--- src/inc/arca_pkg.sv ---
// Package of constants and types for the result coding accumulator
package arca_pkg;
	// -----------------------------------------------------------------
	// Widths and limits
	// -----------------------------------------------------------------
	localparam int ARCA_RES_W_14 = 14;
	localparam int ARCA_RES_W_12 = 12;
	localparam int ARCA_ACC_W = 24;
	localparam int ARCA_CNT_W = 11;
	localparam logic [10:0] ARCA_MAX_SAMPLES = 11'h400;
	localparam int ARCA_LEN_W = 5;
	localparam int ARCA_FIFO_DEPTH = 8;
	// -----------------------------------------------------------------
	// Reset values
	// -----------------------------------------------------------------
	localparam logic [23:0] ARCA_ACC_RST = 24'h000000;
	localparam logic [10:0] ARCA_CNT_RST = 11'h000;
	localparam logic [4:0] ARCA_LEN_RST = 5'h00;
	localparam logic [1:0] ARCA_SYNC_RST = 2'h0;

	typedef enum logic [1:0] {
		ARCA_IDLE,
		ARCA_LOAD,
		ARCA_SHIFT
	} arca_state_e;

	// Transmitted width: base width plus ceil(log2(samples)), one extra bit per doubling
	function automatic logic [4:0] arca_tx_len(input logic [10:0] n, input logic wide);
		logic [4:0] ext;
		logic [10:0] m;
		ext = 5'h00;
		m = n - 11'h001;
		for (int b = 0; b < 11; b++) begin
			if (m[b]) begin
				ext = 5'(b + 1);
			end
		end
		arca_tx_len = (wide ? 5'(ARCA_RES_W_14) : 5'(ARCA_RES_W_12)) + ext;
	endfunction
endpackage

--- src/logic/arca_core.sv ---
// Result coding, accumulation and serial output of the converter
`timescale 1ns/10ps
module arca_core
	import arca_pkg::*;
(
	// Clock and reset
	input wire logic i_core_clk,
	input wire logic i_nrst,
	// Variant strap, high for 14-bit results
	input wire logic i_wide_res,
	// Converter core side, signed raw value wider than the code
	input wire logic i_raw_valid,
	input wire logic [15:0] i_raw_value,
	output logic o_raw_ready,
	// Serial link pins
	input wire logic i_convert_strobe,
	input wire logic i_sclk,
	output logic o_sdo,
	output logic o_sdo_oe,
	// Status
	output logic o_acc_count_max
);
	// -----------------------------------------------------------------
	// Pin synchronisers
	// -----------------------------------------------------------------
	logic [1:0] cnv_sync_q;
	logic [1:0] sclk_sync_q;
	logic cnv_q;
	logic sclk_q;
	logic cnv_rise;
	logic sclk_rise;
	logic sclk_fall;

	always_ff @(posedge i_core_clk or negedge i_nrst) begin
		if (!i_nrst) begin
			cnv_sync_q <= ARCA_SYNC_RST;
			sclk_sync_q <= ARCA_SYNC_RST;
			cnv_q <= 1'b0;
			sclk_q <= 1'b0;
		end else begin
			cnv_sync_q <= {cnv_sync_q[0], i_convert_strobe};
			sclk_sync_q <= {sclk_sync_q[0], i_sclk};
			cnv_q <= cnv_sync_q[1];
			sclk_q <= sclk_sync_q[1];
		end
	end

	assign cnv_rise = cnv_sync_q[1] && !cnv_q;
	assign sclk_rise = sclk_sync_q[1] && !sclk_q;
	assign sclk_fall = !sclk_sync_q[1] && sclk_q;

	// -----------------------------------------------------------------
	// Wide strap, synchronised then caught once after reset release
	// -----------------------------------------------------------------
	logic [1:0] wide_sync_q;
	logic [1:0] strap_age_q;
	logic wide_q;

	// Strap is a pin, so it passes two flops before it is caught
	always_ff @(posedge i_core_clk or negedge i_nrst) begin
		if (!i_nrst) begin
			wide_sync_q <= ARCA_SYNC_RST;
			strap_age_q <= ARCA_SYNC_RST;
			wide_q <= 1'b1;
		end else begin
			wide_sync_q <= {wide_sync_q[0], i_wide_res};
			// Age saturates so a later strap change is ignored
			if (strap_age_q != 2'h3) begin
				strap_age_q <= strap_age_q + 2'h1;
			end
			if (strap_age_q == 2'h2) begin
				wide_q <= wide_sync_q[1];
			end
		end
	end

	// -----------------------------------------------------------------
	// Coding and clamping
	// -----------------------------------------------------------------
	// Raw value is signed in LSBs; clamp to the code range of the variant
	function automatic logic [13:0] arca_clamp(input logic [15:0] raw, input logic wide);
		logic signed [15:0] v;
		logic signed [15:0] hi;
		logic signed [15:0] lo;
		logic signed [15:0] r;
		v = signed'(raw);
		hi = wide ? 16'sh1FFF : 16'sh07FF;
		lo = wide ? -16'sh2000 : -16'sh0800;
		if (v > hi) begin
			r = hi;
		end else if (v < lo) begin
			r = lo;
		end else begin
			r = v;
		end
		arca_clamp = r[13:0];
	endfunction

	// Conversion results wait in a FIFO so a slow link does not stall the core
	logic fifo_in_valid;
	logic [13:0] fifo_in_data;
	logic fifo_out_valid;
	logic [13:0] fifo_out_data;
	logic fifo_out_ready;

	assign fifo_in_valid = i_raw_valid;
	assign fifo_in_data = arca_clamp(i_raw_value, wide_q);

	arca_fifo #(
		.WIDTH(ARCA_RES_W_14),
		.DEPTH(ARCA_FIFO_DEPTH)
	) u_fifo (
		.i_core_clk(i_core_clk),
		.i_nrst(i_nrst),
		.i_in_valid(fifo_in_valid),
		.i_in_data(fifo_in_data),
		.o_in_ready(o_raw_ready),
		.o_out_valid(fifo_out_valid),
		.o_out_data(fifo_out_data),
		.i_out_ready(fifo_out_ready)
	);

	// -----------------------------------------------------------------
	// Conversion cycle tracking
	// -----------------------------------------------------------------
	logic pending_q;
	logic clocked_q;
	logic fresh_q;

	// Clock activity since the last strobe decides add or restart
	// Decision is frozen at the strobe, since the live flag clears there
	always_ff @(posedge i_core_clk or negedge i_nrst) begin
		if (!i_nrst) begin
			pending_q <= 1'b0;
			clocked_q <= 1'b1;
			fresh_q <= 1'b1;
		end else if (cnv_rise) begin
			pending_q <= 1'b1;
			clocked_q <= 1'b0;
			fresh_q <= clocked_q || sclk_rise || sclk_fall;
		end else begin
			if (sclk_rise || sclk_fall) begin
				clocked_q <= 1'b1;
			end
			if (fifo_out_ready) begin
				pending_q <= 1'b0;
			end
		end
	end

	// -----------------------------------------------------------------
	// Accumulator
	// -----------------------------------------------------------------
	logic [23:0] acc_q;
	logic [10:0] cnt_q;
	logic [23:0] sample_ext;
	logic restart;

	arca_state_e state_q;

	assign sample_ext = wide_q ? {{10{fifo_out_data[13]}}, fifo_out_data}
		: {{12{fifo_out_data[11]}}, fifo_out_data[11:0]};
	// Load a finished result only while no shift is in progress
	assign fifo_out_ready = fifo_out_valid && pending_q && (state_q != ARCA_SHIFT);
	// Full count or any clock activity starts a fresh sum
	assign restart = fresh_q || (cnt_q == ARCA_MAX_SAMPLES);

	always_ff @(posedge i_core_clk or negedge i_nrst) begin
		if (!i_nrst) begin
			acc_q <= ARCA_ACC_RST;
			cnt_q <= ARCA_CNT_RST;
		end else if (fifo_out_ready) begin
			if (restart) begin
				acc_q <= sample_ext;
				cnt_q <= 11'h001;
			end else begin
				acc_q <= acc_q + sample_ext;
				cnt_q <= cnt_q + 11'h001;
			end
		end
	end

	// -----------------------------------------------------------------
	// Serial shifter
	// -----------------------------------------------------------------
	logic [23:0] shift_q;
	logic [4:0] left_q;
	logic [4:0] tx_len;

	assign tx_len = arca_tx_len(cnt_q, wide_q);

	always_ff @(posedge i_core_clk or negedge i_nrst) begin
		if (!i_nrst) begin
			state_q <= ARCA_IDLE;
		end else begin
			case (state_q)
				ARCA_IDLE: begin
					if (fifo_out_ready) begin
						state_q <= ARCA_LOAD;
					end
				end
				ARCA_LOAD: begin
					state_q <= ARCA_SHIFT;
				end
				ARCA_SHIFT: begin
					if (cnv_rise || (sclk_fall && left_q == 5'h01)) begin
						state_q <= ARCA_IDLE;
					end
				end
				default: begin
					state_q <= ARCA_IDLE;
				end
			endcase
		end
	end

	// MSB first; held word is left-aligned so bit 23 is always on the pin
	always_ff @(posedge i_core_clk or negedge i_nrst) begin
		if (!i_nrst) begin
			shift_q <= ARCA_ACC_RST;
			left_q <= ARCA_LEN_RST;
		end else if (state_q == ARCA_LOAD) begin
			shift_q <= acc_q << (5'(ARCA_ACC_W) - tx_len);
			left_q <= tx_len;
		end else if (state_q == ARCA_SHIFT && sclk_fall) begin
			shift_q <= {shift_q[22:0], 1'b0};
			left_q <= left_q - 5'h01;
		end
	end

	// -----------------------------------------------------------------
	// Registered outputs
	// -----------------------------------------------------------------
	always_ff @(posedge i_core_clk or negedge i_nrst) begin
		if (!i_nrst) begin
			o_sdo <= 1'b0;
			o_sdo_oe <= 1'b0;
			o_acc_count_max <= 1'b0;
		end else begin
			o_sdo <= shift_q[23];
			o_sdo_oe <= (state_q == ARCA_SHIFT) && !cnv_rise;
			o_acc_count_max <= (cnt_q == ARCA_MAX_SAMPLES);
		end
	end
endmodule

--- src/logic/arca_fifo.sv ---
// Small valid/ready FIFO for conversion results
`timescale 1ns/10ps
module arca_fifo #(
	parameter int WIDTH = 14,
	parameter int DEPTH = 8
) (
	// Clock and reset
	input wire logic i_core_clk,
	input wire logic i_nrst,
	// Fill side
	input wire logic i_in_valid,
	input wire logic [WIDTH-1:0] i_in_data,
	output logic o_in_ready,
	// Drain side
	output logic o_out_valid,
	output logic [WIDTH-1:0] o_out_data,
	input wire logic i_out_ready
);
	localparam int AW = $clog2(DEPTH);
	logic [WIDTH-1:0] mem [DEPTH];
	logic [AW:0] wr_q;
	logic [AW:0] rd_q;
	logic full;
	logic empty;

	assign empty = (wr_q == rd_q);
	assign full = (wr_q[AW-1:0] == rd_q[AW-1:0]) && (wr_q[AW] != rd_q[AW]);
	assign o_in_ready = !full;
	assign o_out_valid = !empty;
	assign o_out_data = mem[rd_q[AW-1:0]];

	always_ff @(posedge i_core_clk) begin
		if (i_in_valid && !full) begin
			mem[wr_q[AW-1:0]] <= i_in_data;
		end
	end

	always_ff @(posedge i_core_clk or negedge i_nrst) begin
		if (!i_nrst) begin
			wr_q <= '0;
			rd_q <= '0;
		end else begin
			if (i_in_valid && !full) begin
				wr_q <= wr_q + 1'b1;
			end
			if (i_out_ready && !empty) begin
				rd_q <= rd_q + 1'b1;
			end
		end
	end
endmodule

--- config.mk ---
export PLATFORM = sky130hd
export DESIGN_NAME = arca_core
export DESIGN_NICKNAME = d
export VERILOG_FILES = /design/src/inc/arca_pkg.sv /design/src/logic/arca_core.sv /design/src/logic/arca_fifo.sv
export SDC_FILE = /design/constraint.sdc
export NUM_CORES = 1
export LEC_CHECK = 0
export BUFFER_PORTS_ARGS = -buffer_cell sky130_fd_sc_hd__buf_2
export CORE_UTILIZATION = 45
export DETAILED_ROUTE_END_ITERATION = 10
export PLACE_DENSITY_LB_ADDON = 0.08
export SETUP_SLACK_MARGIN = 0.5
export SLEW_MARGIN = 20
export SYNTH_ARGS = -nofsm -noshare
export SYNTH_HDL_FRONTEND = slang
export SYNTH_HIERARCHICAL = 1
export SYNTH_SLANG_ARGS = --single-unit
--- constraint.sdc ---
create_clock -name i_core_clk -period 8.1 [get_ports i_core_clk]
set_input_delay 0 -clock i_core_clk [delete_from_list [all_inputs] [get_ports i_core_clk]]
set_output_delay 0 -clock i_core_clk [all_outputs]
set_load 0.1 [all_outputs]
# --- Word-level counts from Yosys, hierarchy flattened ---
# Memory sizes are Yosys's and may differ from the RTL's.
# Index checks and enable logic that the tools add are counted.
totals:
  register_bits: 91
  ramBits: 112
  output_inout_bits: 4
  word_cells: 104
  n_memories: 1
op_classes:
  add_sub_neg: 9
  order_cmp: 2
  eq_ne: 12
  n_shift: 1
  mux: 32
  reduce_logical: 27
memory_table:
  columns: ["name", "words", "width", "rd", "rd_clocked_by_memory_dff", "write_ports", "line_no", "source"]
  rows:
  - ["u_fifo.mem", 8, 14, 1, 0, 1, "arca_fifo.sv:20", "logic [WIDTH-1:0] mem [DEPTH];"]
op_table:
  columns: ["operator", "n"]
  rows:
  - ["2-to-1 mux 24 bit", 4]
  - ["2-to-1 mux 5 bit", 12]
  - ["2-to-1 mux 14 bit", 2]
  - ["2-to-1 mux 13 bit", 2]
  - ["adder 24 bit", 1]
  - ["left shift 24 x 5 -> 24 bit", 1]
  - ["> comparator 16 x 14 -> 1 bit", 1]
  - ["< comparator 16 x 14 -> 1 bit", 1]
  - ["adder 11 x 1 -> 11 bit, second input constant", 1]
  - ["equality test 11 bit, second input constant", 1]
  - ["logical AND 1 bit", 11]
  - ["2-to-1 mux 11 bit", 1]
  - ["subtractor 11 x 1 -> 11 bit, second input constant", 1]
  - ["adder 4 x 1 -> 4 bit, second input constant", 2]
  - ["2-to-1 mux 1 bit", 7]
  - ["logical NOT 1 bit", 6]
  - ["2-to-1 mux 2 bit", 3]
  - ["inequality test 2 bit, second input constant", 3]
  - ["case mux 2 bit (3 select lines)", 1]
  - ["nonzero test 2 bit", 3]
  - ["adder 4 x 5 -> 5 bit", 1]
  - ["equality test 5 x 1 -> 1 bit, second input constant", 1]
  - ["logical OR 1 bit", 5]
  - ["subtractor 5 x 1 -> 5 bit, second input constant", 1]
  - ["10 further kinds", 11]

# --- Logic depth before layout (Yosys ltp) ---
# Gate-level depths: netlist of run 1.
depth:
  word_depth: 16
  ltp_mapped: 25
  ltp_nobuf: 21

# --- Cells and area by module ---
# The synthesis of run 1 kept the hierarchy.
by_module_without_submodules:
  columns: ["mod", "n_inst", "cells_each", "area_per_inst_um2", "seq_area_each_um2"]
  rows:
  - ["arca_core", 1, 822, 6799.0, 2080.7]
  - ["arca_fifo", 1, 221, 5012.3, 3563.4]

# --- Worst setup path after synthesis of run 1 ---
# No wires, ideal clock.
synth_path:
  path_type: "register to register"
  start: "register cnt_q[0]"
  end: "register shift_q[9]"
  setup_time_ns: 0.138
  arrival_time_ns: 4.136
  t_required_ns: 7.962
  slack_ns: 3.827
  stages_incl_launch_ff: 20
  path_buffers: 4
  path_cell_list: "dfrtp_1 -> buf_2 -> inv_1 -> ha_1 -> buf_2 -> nor2b_1 -> nand4_1 -> xnor2_2 -> a21oi_2 -> buf_6 -> buf_4 -> ha_1 -> xor2_1 -> mux2i_1 -> nor2_1 -> mux4_2 -> nor3_1 -> nor2_1 -> a21oi_1 -> o22ai_1"
synth_between:
  elab_chain_len: 16
synth_rtl:
  columns: ["element", "line_no", "source"]
  rows:
  - ["start, declared", "arca_core.sv:155", "logic [10:0] cnt_q;"]
  - ["start signal, assigned", "arca_core.sv:178", "cnt_q <= cnt_q + 11'h001;"]
  - ["subtractor 11 x 1 -> 11 bit (*)", "arca_pkg.sv:32", "m = n - 11'h001;"]
  - ["2-to-1 mux 1 bit", "arca_pkg.sv:34", "if (m[b]) begin"]
  - ["2-to-1 mux 5 bit (9 in a row)", "arca_pkg.sv:34", null]
  - ["2-to-1 mux 5 bit (*)", "arca_pkg.sv:34", null]
  - ["adder 4 x 5 -> 5 bit (*)", "arca_pkg.sv:38", "arca_tx_len = (wide ? 5'(ARCA_RES_W_14) : 5'(ARCA_RES_W_12)) + ext;"]
  - ["subtractor 5 bit (*)", "arca_core.sv:223", "shift_q <= acc_q << (5'(ARCA_ACC_W) - tx_len);"]
  - ["left shift 24 x 5 -> 24 bit (*)", "arca_core.sv:223", null]
  - ["2-to-1 mux 24 bit (*)", "arca_core.sv:222", "end else if (state_q == ARCA_LOAD) begin"]
  - ["end signal, assigned", "arca_core.sv:223", null]
  - ["end signal, assigned", "arca_core.sv:226", "shift_q <= {shift_q[22:0], 1'b0};"]
  - ["end, declared", "arca_core.sv:186", "logic [23:0] shift_q;"]
# Mark *: on every way between the ends. The rest lies on a longest branch, timed or not.
# A chain may end at the register's enable or synchronous reset.

# --- Final worst setup path of run 1 ---
# Same ends and word-level chain as after synthesis.

==> impl_metrics.json, run 1 <==
{
  "status": "complete, no violations",
  "io_pins": 26,
  "wl_met2_mm": 13.1,
  "cts_tree": "built",
  "whs_ns": 0.00970,
  "maxUsedRoutingLayer": "met4",
  "die_h_um": 164,
  "rsz0062_at_grt": "no",
  "fmax_mhz": 194,
  "worstHoldPathType": "input port to async pin",
  "nNetsFinal": 1133,
  "hold_viol": 0,
  "grt_pass1_vias": 8117,
  "die_x_um": 164,
  "place.gp.congestion": 0.829,
  "tightest_slew_ns": 1.04,
  "route.detailed.drc": 0,
  "syn_avg_cell_area_um2": 11.3,
  "synthCells": 1043,
  "final.fill_count": 2216,
  "ys_seq_elements": 203,
  "skew_ns": 0.0127,
  "synth_warnings": 6,
  "ys_seq_area_frac": 0.478,
  "async_flop_share": 0.448,
  "synth_fp_nets": 1107,
  "htree_levels": 1,
  "ctsResizeCount": 0,
  "fin_crit_ns": 5.16,
  "wl_per_cell_um": 18.9,
  "relSlewSlack": 0.307,
  "track_usage": 0.209,
  "multi_input_area_um2": 5740,
  "dieArea_um2": 26900,
  "critPathSlowestCell": "xor2_2",
  "period_share": 0.637,
  "end_kind": "register",
  "startpoint_type": "register",
  "wl_met1_mm": 12.3,
  "synth_edf_count": 112,
  "antenna_found_initial": 0,
  "viasPerCell": 5.75,
  "crit_chain": "inv_1 > ha_1 > nor2b_1 > o21ai_0 > a31oi_1 > o32ai_4 > a21oi_2 > buf_4 > ha_1 > xor2_2 > mux2i_1 > nor2_1 > mux4_2 > nor3_1 > nor2_1 > a21oi_1 > o22ai_1",
  "postRouteAntennaNets": 0,
  "crit_required_ns": 8.50,
  "post_cts_buffers": 0,
  "finalMaxSlewViolations": 0,
  "start_util": 0.464,
  "critPathKind": "register to register",
  "area.sequential_um2": 5650,
  "cts_buffer_depth": 3,
  "synth_cell_types": 78,
  "numCtsBuffers": 24,
  "critPathTopFamily": "compound AO/OA/AOI/OAI gates",
  "insertedDiodeCount": 0,
  "timing.max_cap.violations": 0,
  "setup_viol": 0,
  "wl_mm": 26.8,
  "synthFlopType": "edfxtp_1",
  "crit_buf_inv": 2,
  "vias": 8147,
  "grt_pass1_wl_mm": 43.7,
  "rows": 58,
  "synthesis.area_um2": 11800,
  "placed_area_um2": 12200,
  "cp_max_fo": 30,
  "overflow": 0,
  "final_area_um2": 13300,
  "coreArea_um2": 25500,
  "clk-insertion-delay-late_ns": 0.54,
  "postCtsHoldBufs": 15,
  "drt_iter0_drc": 698,
  "arrival_ns": 5.57,
  "cts_num_sinks": 203,
  "critPathMaxStageDelay_ns": 0.83,
  "cts.clk_slew.worst_paths_ns": 0.06,
  "setup_tns_ns": 0,
  "drive_above_1_share": 0.142,
  "portBuffers": 25,
  "clk_root_buffer_cell": "clkbuf_16",
  "dr.pass1.iters": 7,
  "dp_hpwl_mm": 18.3,
  "grt_max_degree": 53,
  "syn_to_final_growth_pct": 12.6,
  "wl_met3_um": 863
}
[layout by cell type (no fill, tap or decap), drive strengths merged, types with 25 or more instances in the layout]
| cell | instances |
|---|---|
| ha | 41 |
| mux2i | 34 |
| xnor2 | 28 |
| buf | 46 |
| mux4 | 41 |
| nand2 | 119 |
| nand3 | 30 |
| dfrtp | 88 |
| edfxtp | 112 |
| nor2 | 81 |
| inv | 39 |
| a21oi | 60 |
| clkbuf | 25 |
| o21ai | 75 |
[final timing paths]
kind | start | to | slack, ns | depth (start not counted)
hold / removal | i_nrst | pending_q | 0.01 | 2
setup reg to reg | cnt_q[0] | shift_q[9] | 2.94 | 17
setup / recovery | cnt_q[0] | shift_q[9] | 2.94 | 17
hold reg to reg | wide_sync_q[0] | wide_sync_q[1] | 0.35 | 0
max in group asynchronous | i_nrst | acc_q[17] | 7.04 | 3
min in group i_core_clk | i_raw_value[0] | u_fifo/mem[1][0] | 0.04 | 2
[worst reg2reg max path, stage by stage, from the launching register on]
cell,delay (ns)
dfrtp_1,0.47
inv_1,0.14
ha_1,0.44
nor2b_1,0.18
o21ai_0,0.07
a31oi_1,0.32
o32ai_4,0.22
a21oi_2,0.17
buf_4,0.37
ha_1,0.35
xor2_2,0.83
mux2i_1,0.43
nor2_1,0.07
mux4_2,0.46
nor3_1,0.26
nor2_1,0.07
a21oi_1,0.12
o22ai_1,0.09
[cells in the mapped netlist, types with 16 or more instances]
| cell | count | area share |
|---|---|---|
| nor2_1 | 81 | 0.026 |
| o21ai_0 | 65 | 0.028 |
| xnor2_1 | 27 | 0.020 |
| nand2_1 | 119 | 0.038 |
| clkbuf_1 | 36 | 0.011 |
| mux4_1 | 26 | 0.058 |
| nand3_1 | 30 | 0.013 |
| mux2i_1 | 34 | 0.029 |
| dfrtp_1 | 88 | 0.19 |
| a21oi_1 | 59 | 0.025 |
| edfxtp_1 | 112 | 0.28 |
| o21a_1 | 17 | 0.011 |
| mux2_2 | 21 | 0.020 |
| nor3_1 | 16 | 0.0068 |
| ha_1 | 41 | 0.043 |
| inv_1 | 36 | 0.011 |
[layer usage]
metal | vias up | global-route usage
li1 | 3954 | -
met1 | 3991 | 0.277
met2 | 163 | 0.362
met3 | 39 | 0.0237
met4 | 0 | 0.0560
met5 | - | 0
[kinds of logic after synthesis]
kind of cell,synth area share
compound gates,0.137
xor+xnor,0.0376
fa+ha+maj,0.0451
buf+inv,0.0408
flops,0.478
mux,0.138
simple gates,0.124
[state kept, by name, indices dropped and copies added, names as in the netlist, 2 cells and up]
signal       cells
sclk_sync_q      2
u_fifo/mem     112
shift_q         24
left_q           5
strap_age_q      2
u_fifo/wr_q      4
u_fifo/rd_q      4
state_q          2
cnt_q           11
acc_q           24
cnv_sync_q       2
wide_sync_q      2
[metrics by stage]
step | utilization | std cells | worst slack (ns)
floorplan | - | 1043 | 3.83
global placement | 0.480 | 1358 | 3.06
detailed placement | 0.480 | 1358 | 2.98
CTS | 0.522 | 1417 | 2.96
global route | 0.522 | 1417 | 2.37
finish | 0.522 | 1417 | 2.94
[final cells by class]
type / instances / share of cell area
multi-input combinational: 742 / 0.431
sequential: 203 / 0.424
timing repair buffer: 61 / 0.0327
inverter: 37 / 0.0104
clock inverter: 19 / 0.0246
clock buffer: 25 / 0.0454
tap: 330 / 0.0310
Power of run 1 is not shown: default switching activity piles up to over one toggle a cycle in this logic, so the estimate is an artifact.
==> inputs of run 2 (changes only) <==
- clock period: 8.1 -> 5.25 ns (I/O delays scaled with it)
==> run 2 against run 1 <==
  * Clock skew barely moved
  * Non-clock buffer count up 6
  * Clock-buffer cell count up 5
  * Final cell count is 0.28% higher
==> impl_metrics.json, run 2 (synthesized netlist as in run 1, its figures left out) <==
{
  "route.detailed.drc": 0,
  "crit_chain": "mux4_1 > mux2_2 > nand2_1 > and2_1 > inv_1 > ha_1 > a21oi_1 > nand2_1 > a21o_1 > a21o_1 > or4_1 > a41oi_1 > o21ai_0 > o21ai_0 > nand3_1",
  "rsz0062_at_grt": "no",
  "hold_viol": 0,
  "setup_tns_ns": 0,
  "antenna_found_initial": 1,
  "worstHoldPathType": "input port to async pin",
  "die_x_um": 164,
  "viasPerCell": 5.71,
  "largest_reg_flops": 112,
  "grt_pass1_wl_mm": 43.4,
  "vias": 8116,
  "relSlewSlack": 0.297,
  "period_share": 0.834,
  "numCtsBuffers": 23,
  "final_common_cell": "nand2_1",
  "die_h_um": 164,
  "dp_hpwl_mm": 18.5,
  "overflow": 0,
  "critPathKind": "register to register",
  "fin_crit_ns": 4.38,
  "critPathSlowestCell": "dfrtp_4",
  "instances_no_fill": 1421,
  "cts_buffer_depth": 3,
  "place.gp.congestion": 0.815,
  "wl_mm": 27.1,
  "status": "complete, no violations",
  "postRouteAntennaNets": 0,
  "cts_tree": "built",
  "drive_above_1_share": 0.157,
  "fmax_mhz": 228,
  "drt_iter0_drc": 585,
  "portBuffers": 25,
  "cts_num_sinks": 203,
  "placed_area_um2": 12300,
  "syn_to_final_growth_pct": 11.9,
  "arrival_ns": 4.78,
  "htree_levels": 1,
  "timing.max_cap.violations": 0,
  "finalMaxSlewViolations": 0,
  "crit_required_ns": 5.65,
  "setup_viol": 0,
  "critPathMaxStageDelay_ns": 0.61,
  "clk-insertion-delay-late_ns": 0.53,
  "dieArea_um2": 26900,
  "startpoint_type": "register",
  "skew_ns": 0.0128,
  "end_kind": "register",
  "cts.clk_slew.worst_paths_ns": 0.06,
  "nNetsFinal": 1138,
  "rows": 58,
  "grt_pass1_vias": 8034,
  "io_pins": 26,
  "coreArea_um2": 25500,
  "insertedDiodeCount": 0,
  "wl_per_cell_um": 19.1,
  "final_area_um2": 13200,
  "track_usage": 0.209,
  "tightest_slew_ns": 1.05,
  "final_cell_mix": "119 x nand2_1, 112 x edfxtp_1, 87 x dfrtp_1, 80 x nor2_1, 65 x o21ai_0",
  "cp_max_fo": 15,
  "start_util": 0.464,
  "post_cts_buffers": 0,
  "clk_root_buffer_cell": "clkbuf_16",
  "grt_max_degree": 52,
  "dp.cells": 1364,
  "dr.pass1.iters": 5
}
[run 2: changes by cell type in the layout (fill, tap and decap cells not counted), sizes merged]
cell      delta
buf          +6
bufinv       -8
clkbuf       +5
clkinv       -2
clkinvlp     +4
inv          -1
[run 2: worst paths after layout]
| kind | startpoint | to | slack [ns] | cells after the start |
|---|---|---|---|---|
| max | u_fifo/rd_q[0] | acc_q[23] | 0.87 | 15 |
| min | i_nrst | pending_q | 0.03 | 2 |
| max reg2reg | u_fifo/rd_q[0] | acc_q[23] | 0.87 | 15 |
| min reg2reg | sclk_sync_q[0] | sclk_sync_q[1] | 0.35 | 0 |
| max in group asynchronous | i_nrst | acc_q[22] | 4.16 | 3 |
| min in group i_core_clk | i_raw_value[7] | u_fifo/mem[4][7] | 0.04 | 2 |
[run 2: repair_timing]
item / CTS / global route
hold buffers: 15 / 0
endpoints found under the hold margin: 131 / 0
gates resized for setup: 0 / 15
setup endpoints to repair: 0 / 21
[run 2: stage by stage]
| step | hold slack [ns] | utilization | worst slack, ns |
|---|---|---|---|
| 3_5_place_dp | 0.0611 | 0.481 | 0.634 |
| 5_1_grt | 0.0616 | 0.519 | 0.541 |
| 4_1_cts | 0.0104 | 0.516 | 0.604 |
| 6_report | 0.0261 | 0.519 | 0.870 |
| 2_1_floorplan | -0.296 | - | 0.977 |
| 3_3_place_gp | 0.0626 | 0.481 | 0.767 |
[run 2: routing by layer]
layer / track usage / part of all wire / vias to the layer above / wire length (µm)
li1: - / - / 3968 / -
met3: 0.0290 / 0.036 / 43 / 988
met5: 0 / 0.00048 / - / 13
met1: 0.271 / 0.45 / 3941 / 12200
met4: 0.0732 / 0.029 / 2 / 788
met2: 0.357 / 0.48 / 162 / 13100
[run 2: worst max-delay path: cells and delay by family, from the launching register on]
family | cells | cell delay [ns]
compound gates | 6 | 1.15
mux | 2 | 0.93
simple gates | 5 | 0.91
flops | 1 | 0.61
fa+ha+maj | 1 | 0.40
buf+inv | 1 | 0.24
[run 2: cell type report]
cell class | instances | area [µm²]
fill | 2227 | 12300
clock buffer | 30 | 642
tap | 330 | 413
inverter | 37 | 139
multi-input combinational | 742 | 5800
clock inverter | 12 | 93.8
sequential | 203 | 5650
timing repair buffer | 67 | 480
Power of run 2 is left out for the same reason.
==> inputs of run 3 (changes only) <==
- clock period: 5.25 -> 3.7 ns (I/O delays scaled with it)
==> run 3 against run 2 <==
  * The run now ends with negative setup slack left
  * Clock skew grew 0.0059 ns
  * Sequential share of layout area is 5.8 points lower
  * Non-clock buffer count increased by 135
  * Global-route usage grew 1.0 points
  * Critical path depth grew 2
  * Sequential cell count stayed put
  * Fmax rose by 18%
  * Register-to-register slack got worse by 0.88 ns
==> impl_metrics.json, run 3 (synthesized netlist as in run 1, its figures left out) <==
{
  "postRouteAntennaNets": 0,
  "die_h_um": 164,
  "syn_to_final_growth_pct": 29.5,
  "setup_viol": 1,
  "track_usage": 0.219,
  "crit_required_ns": 4.15,
  "startpoint_type": "register",
  "vias": 8695,
  "arrival_ns": 4.16,
  "drt_iter0_drc": 454,
  "relSlewSlack": 0.428,
  "clk_root_buffer_cell": "clkbuf_16",
  "dp_hpwl_mm": 19.5,
  "dieArea_um2": 26900,
  "finalMaxSlewViolations": 0,
  "final.fill_count": 2053,
  "tightest_slew_ns": 0.857,
  "htree_levels": 1,
  "status": "finished with violations",
  "wl_mm": 29.1,
  "wl_per_cell_um": 18.7,
  "numCtsBuffers": 24,
  "dr.pass1.iters": 5,
  "cp_max_fo": 6,
  "antenna_found_initial": 0,
  "rsz0062_at_grt": "yes",
  "final_cell_mix": "130 x buf_4, 112 x edfxtp_1, 111 x nand2_1, 85 x dfrtp_1, 69 x nor2_1",
  "timing.max_cap.violations": 0,
  "cts_tree": "built",
  "fin_crit_ns": 3.71,
  "die_x_um": 164,
  "io_pins": 26,
  "worstHoldPathType": "input port to register",
  "route.detailed.drc": 0,
  "viasPerCell": 5.58,
  "grt_pass1_wl_mm": 45.8,
  "end_kind": "register",
  "period_share": 1.00,
  "final_common_cell": "buf_4",
  "grt_pass1_vias": 8712,
  "drive_above_1_share": 0.358,
  "setup_ws_ns": -0.00725,
  "grt_max_degree": 65,
  "overflow": 0,
  "fmax_mhz": 270,
  "largest_reg_flops": 112,
  "rows": 58,
  "coreArea_um2": 25500,
  "portBuffers": 25,
  "skew_ns": 0.0187,
  "nNetsFinal": 1274,
  "start_util": 0.464,
  "cts_buffer_depth": 3,
  "clk-insertion-delay-late_ns": 0.53,
  "cts_num_sinks": 203,
  "place.gp.congestion": 0.853,
  "place_ws_ns": -0.162,
  "cts.clk_slew.worst_paths_ns": 0.06,
  "insertedDiodeCount": 0,
  "hold_viol": 0,
  "critPathKind": "register to register",
  "violations": "negative setup slack"
}
==> run 3: layout make-up <==
cell class | instances | area (µm²) | share of cell area
Inverter | 37 | 161 | 0.0106
Timing Repair Buffer | 202 | 1710 | 0.112
Sequential cell | 203 | 5650 | 0.370
Tap cell | 330 | 413 | 0.0270
Multi-Input combinational cell | 742 | 6580 | 0.430
Clock buffer | 29 | 629 | 0.0412
Clock inverter | 14 | 154 | 0.0101
==> run 3: final timing paths <==
path	start	endpoint	slack (ns)	cells past startpoint
worst min register to register	sclk_sync_q[0]	sclk_sync_q[1]	0.35	0
max in group asynchronous	i_nrst	clocked_q	2.61	3
worst max register to register	u_fifo/rd_q[0]	acc_q[21]	-0.007	17
worst min-delay path	i_raw_value[9]	u_fifo/mem[1][9]	0.04	2
min in group asynchronous	i_nrst	state_q[1]	0.14	2
worst max-delay path	u_fifo/rd_q[0]	acc_q[21]	-0.007	17
==> run 3: timing repair <==
item / in CTS / in global routing
hold buffers: 16 / 0
pin swaps: 42 / 60
hold endpoints to repair: 144 / 0
gates cloned: 2 / 1
resized for setup: 82 / 111
buffers inserted: 29 / 25
endpoints found under the setup margin: 45 / 58
==> run 3: metrics by stage <==
step,hold WS [ns],cells,setup TNS [ns],instance area (µm²),util
after detailed placement,0.110,1441,-1.45,13200,0.517
after global routing,0.0685,1557,-2.93,15300,0.600
after CTS,0.00371,1531,0,14700,0.578
final,0.0446,1557,-0.00725,15300,0.600
after global placement,0.109,1441,-0.479,13200,0.517
after floorplan,-0.296,1043,0,12100,-
==> run 3: critical path, cell delays in order, from the launching register on <==
cell and delay, ns:
dfrtp_2 0.43, buf_12 0.12, clkbuf_16 0.13, mux4_2 0.48
mux2_4 0.29, nand2_2 0.07, and2_4 0.19, clkinv_8 0.07
ha_4 0.23, a21oi_2 0.13, nand2_1 0.10, a21o_1 0.19
a21o_1 0.17, or4_4 0.46, a41oi_4 0.19, xnor2_1 0.14
a21oi_1 0.08, o21ai_1 0.14
==> run 3: metal layers <==
metal,routed length (µm),track usage,part of all wire,vias up
met5,0,0,0,-
met4,818,0.0644,0.028,0
met3,905,0.0260,0.031,49
met2,14600,0.385,0.50,138
met1,12800,0.282,0.44,4291
li1,-,-,-,4217
Power of run 3 is left out for the same reason.
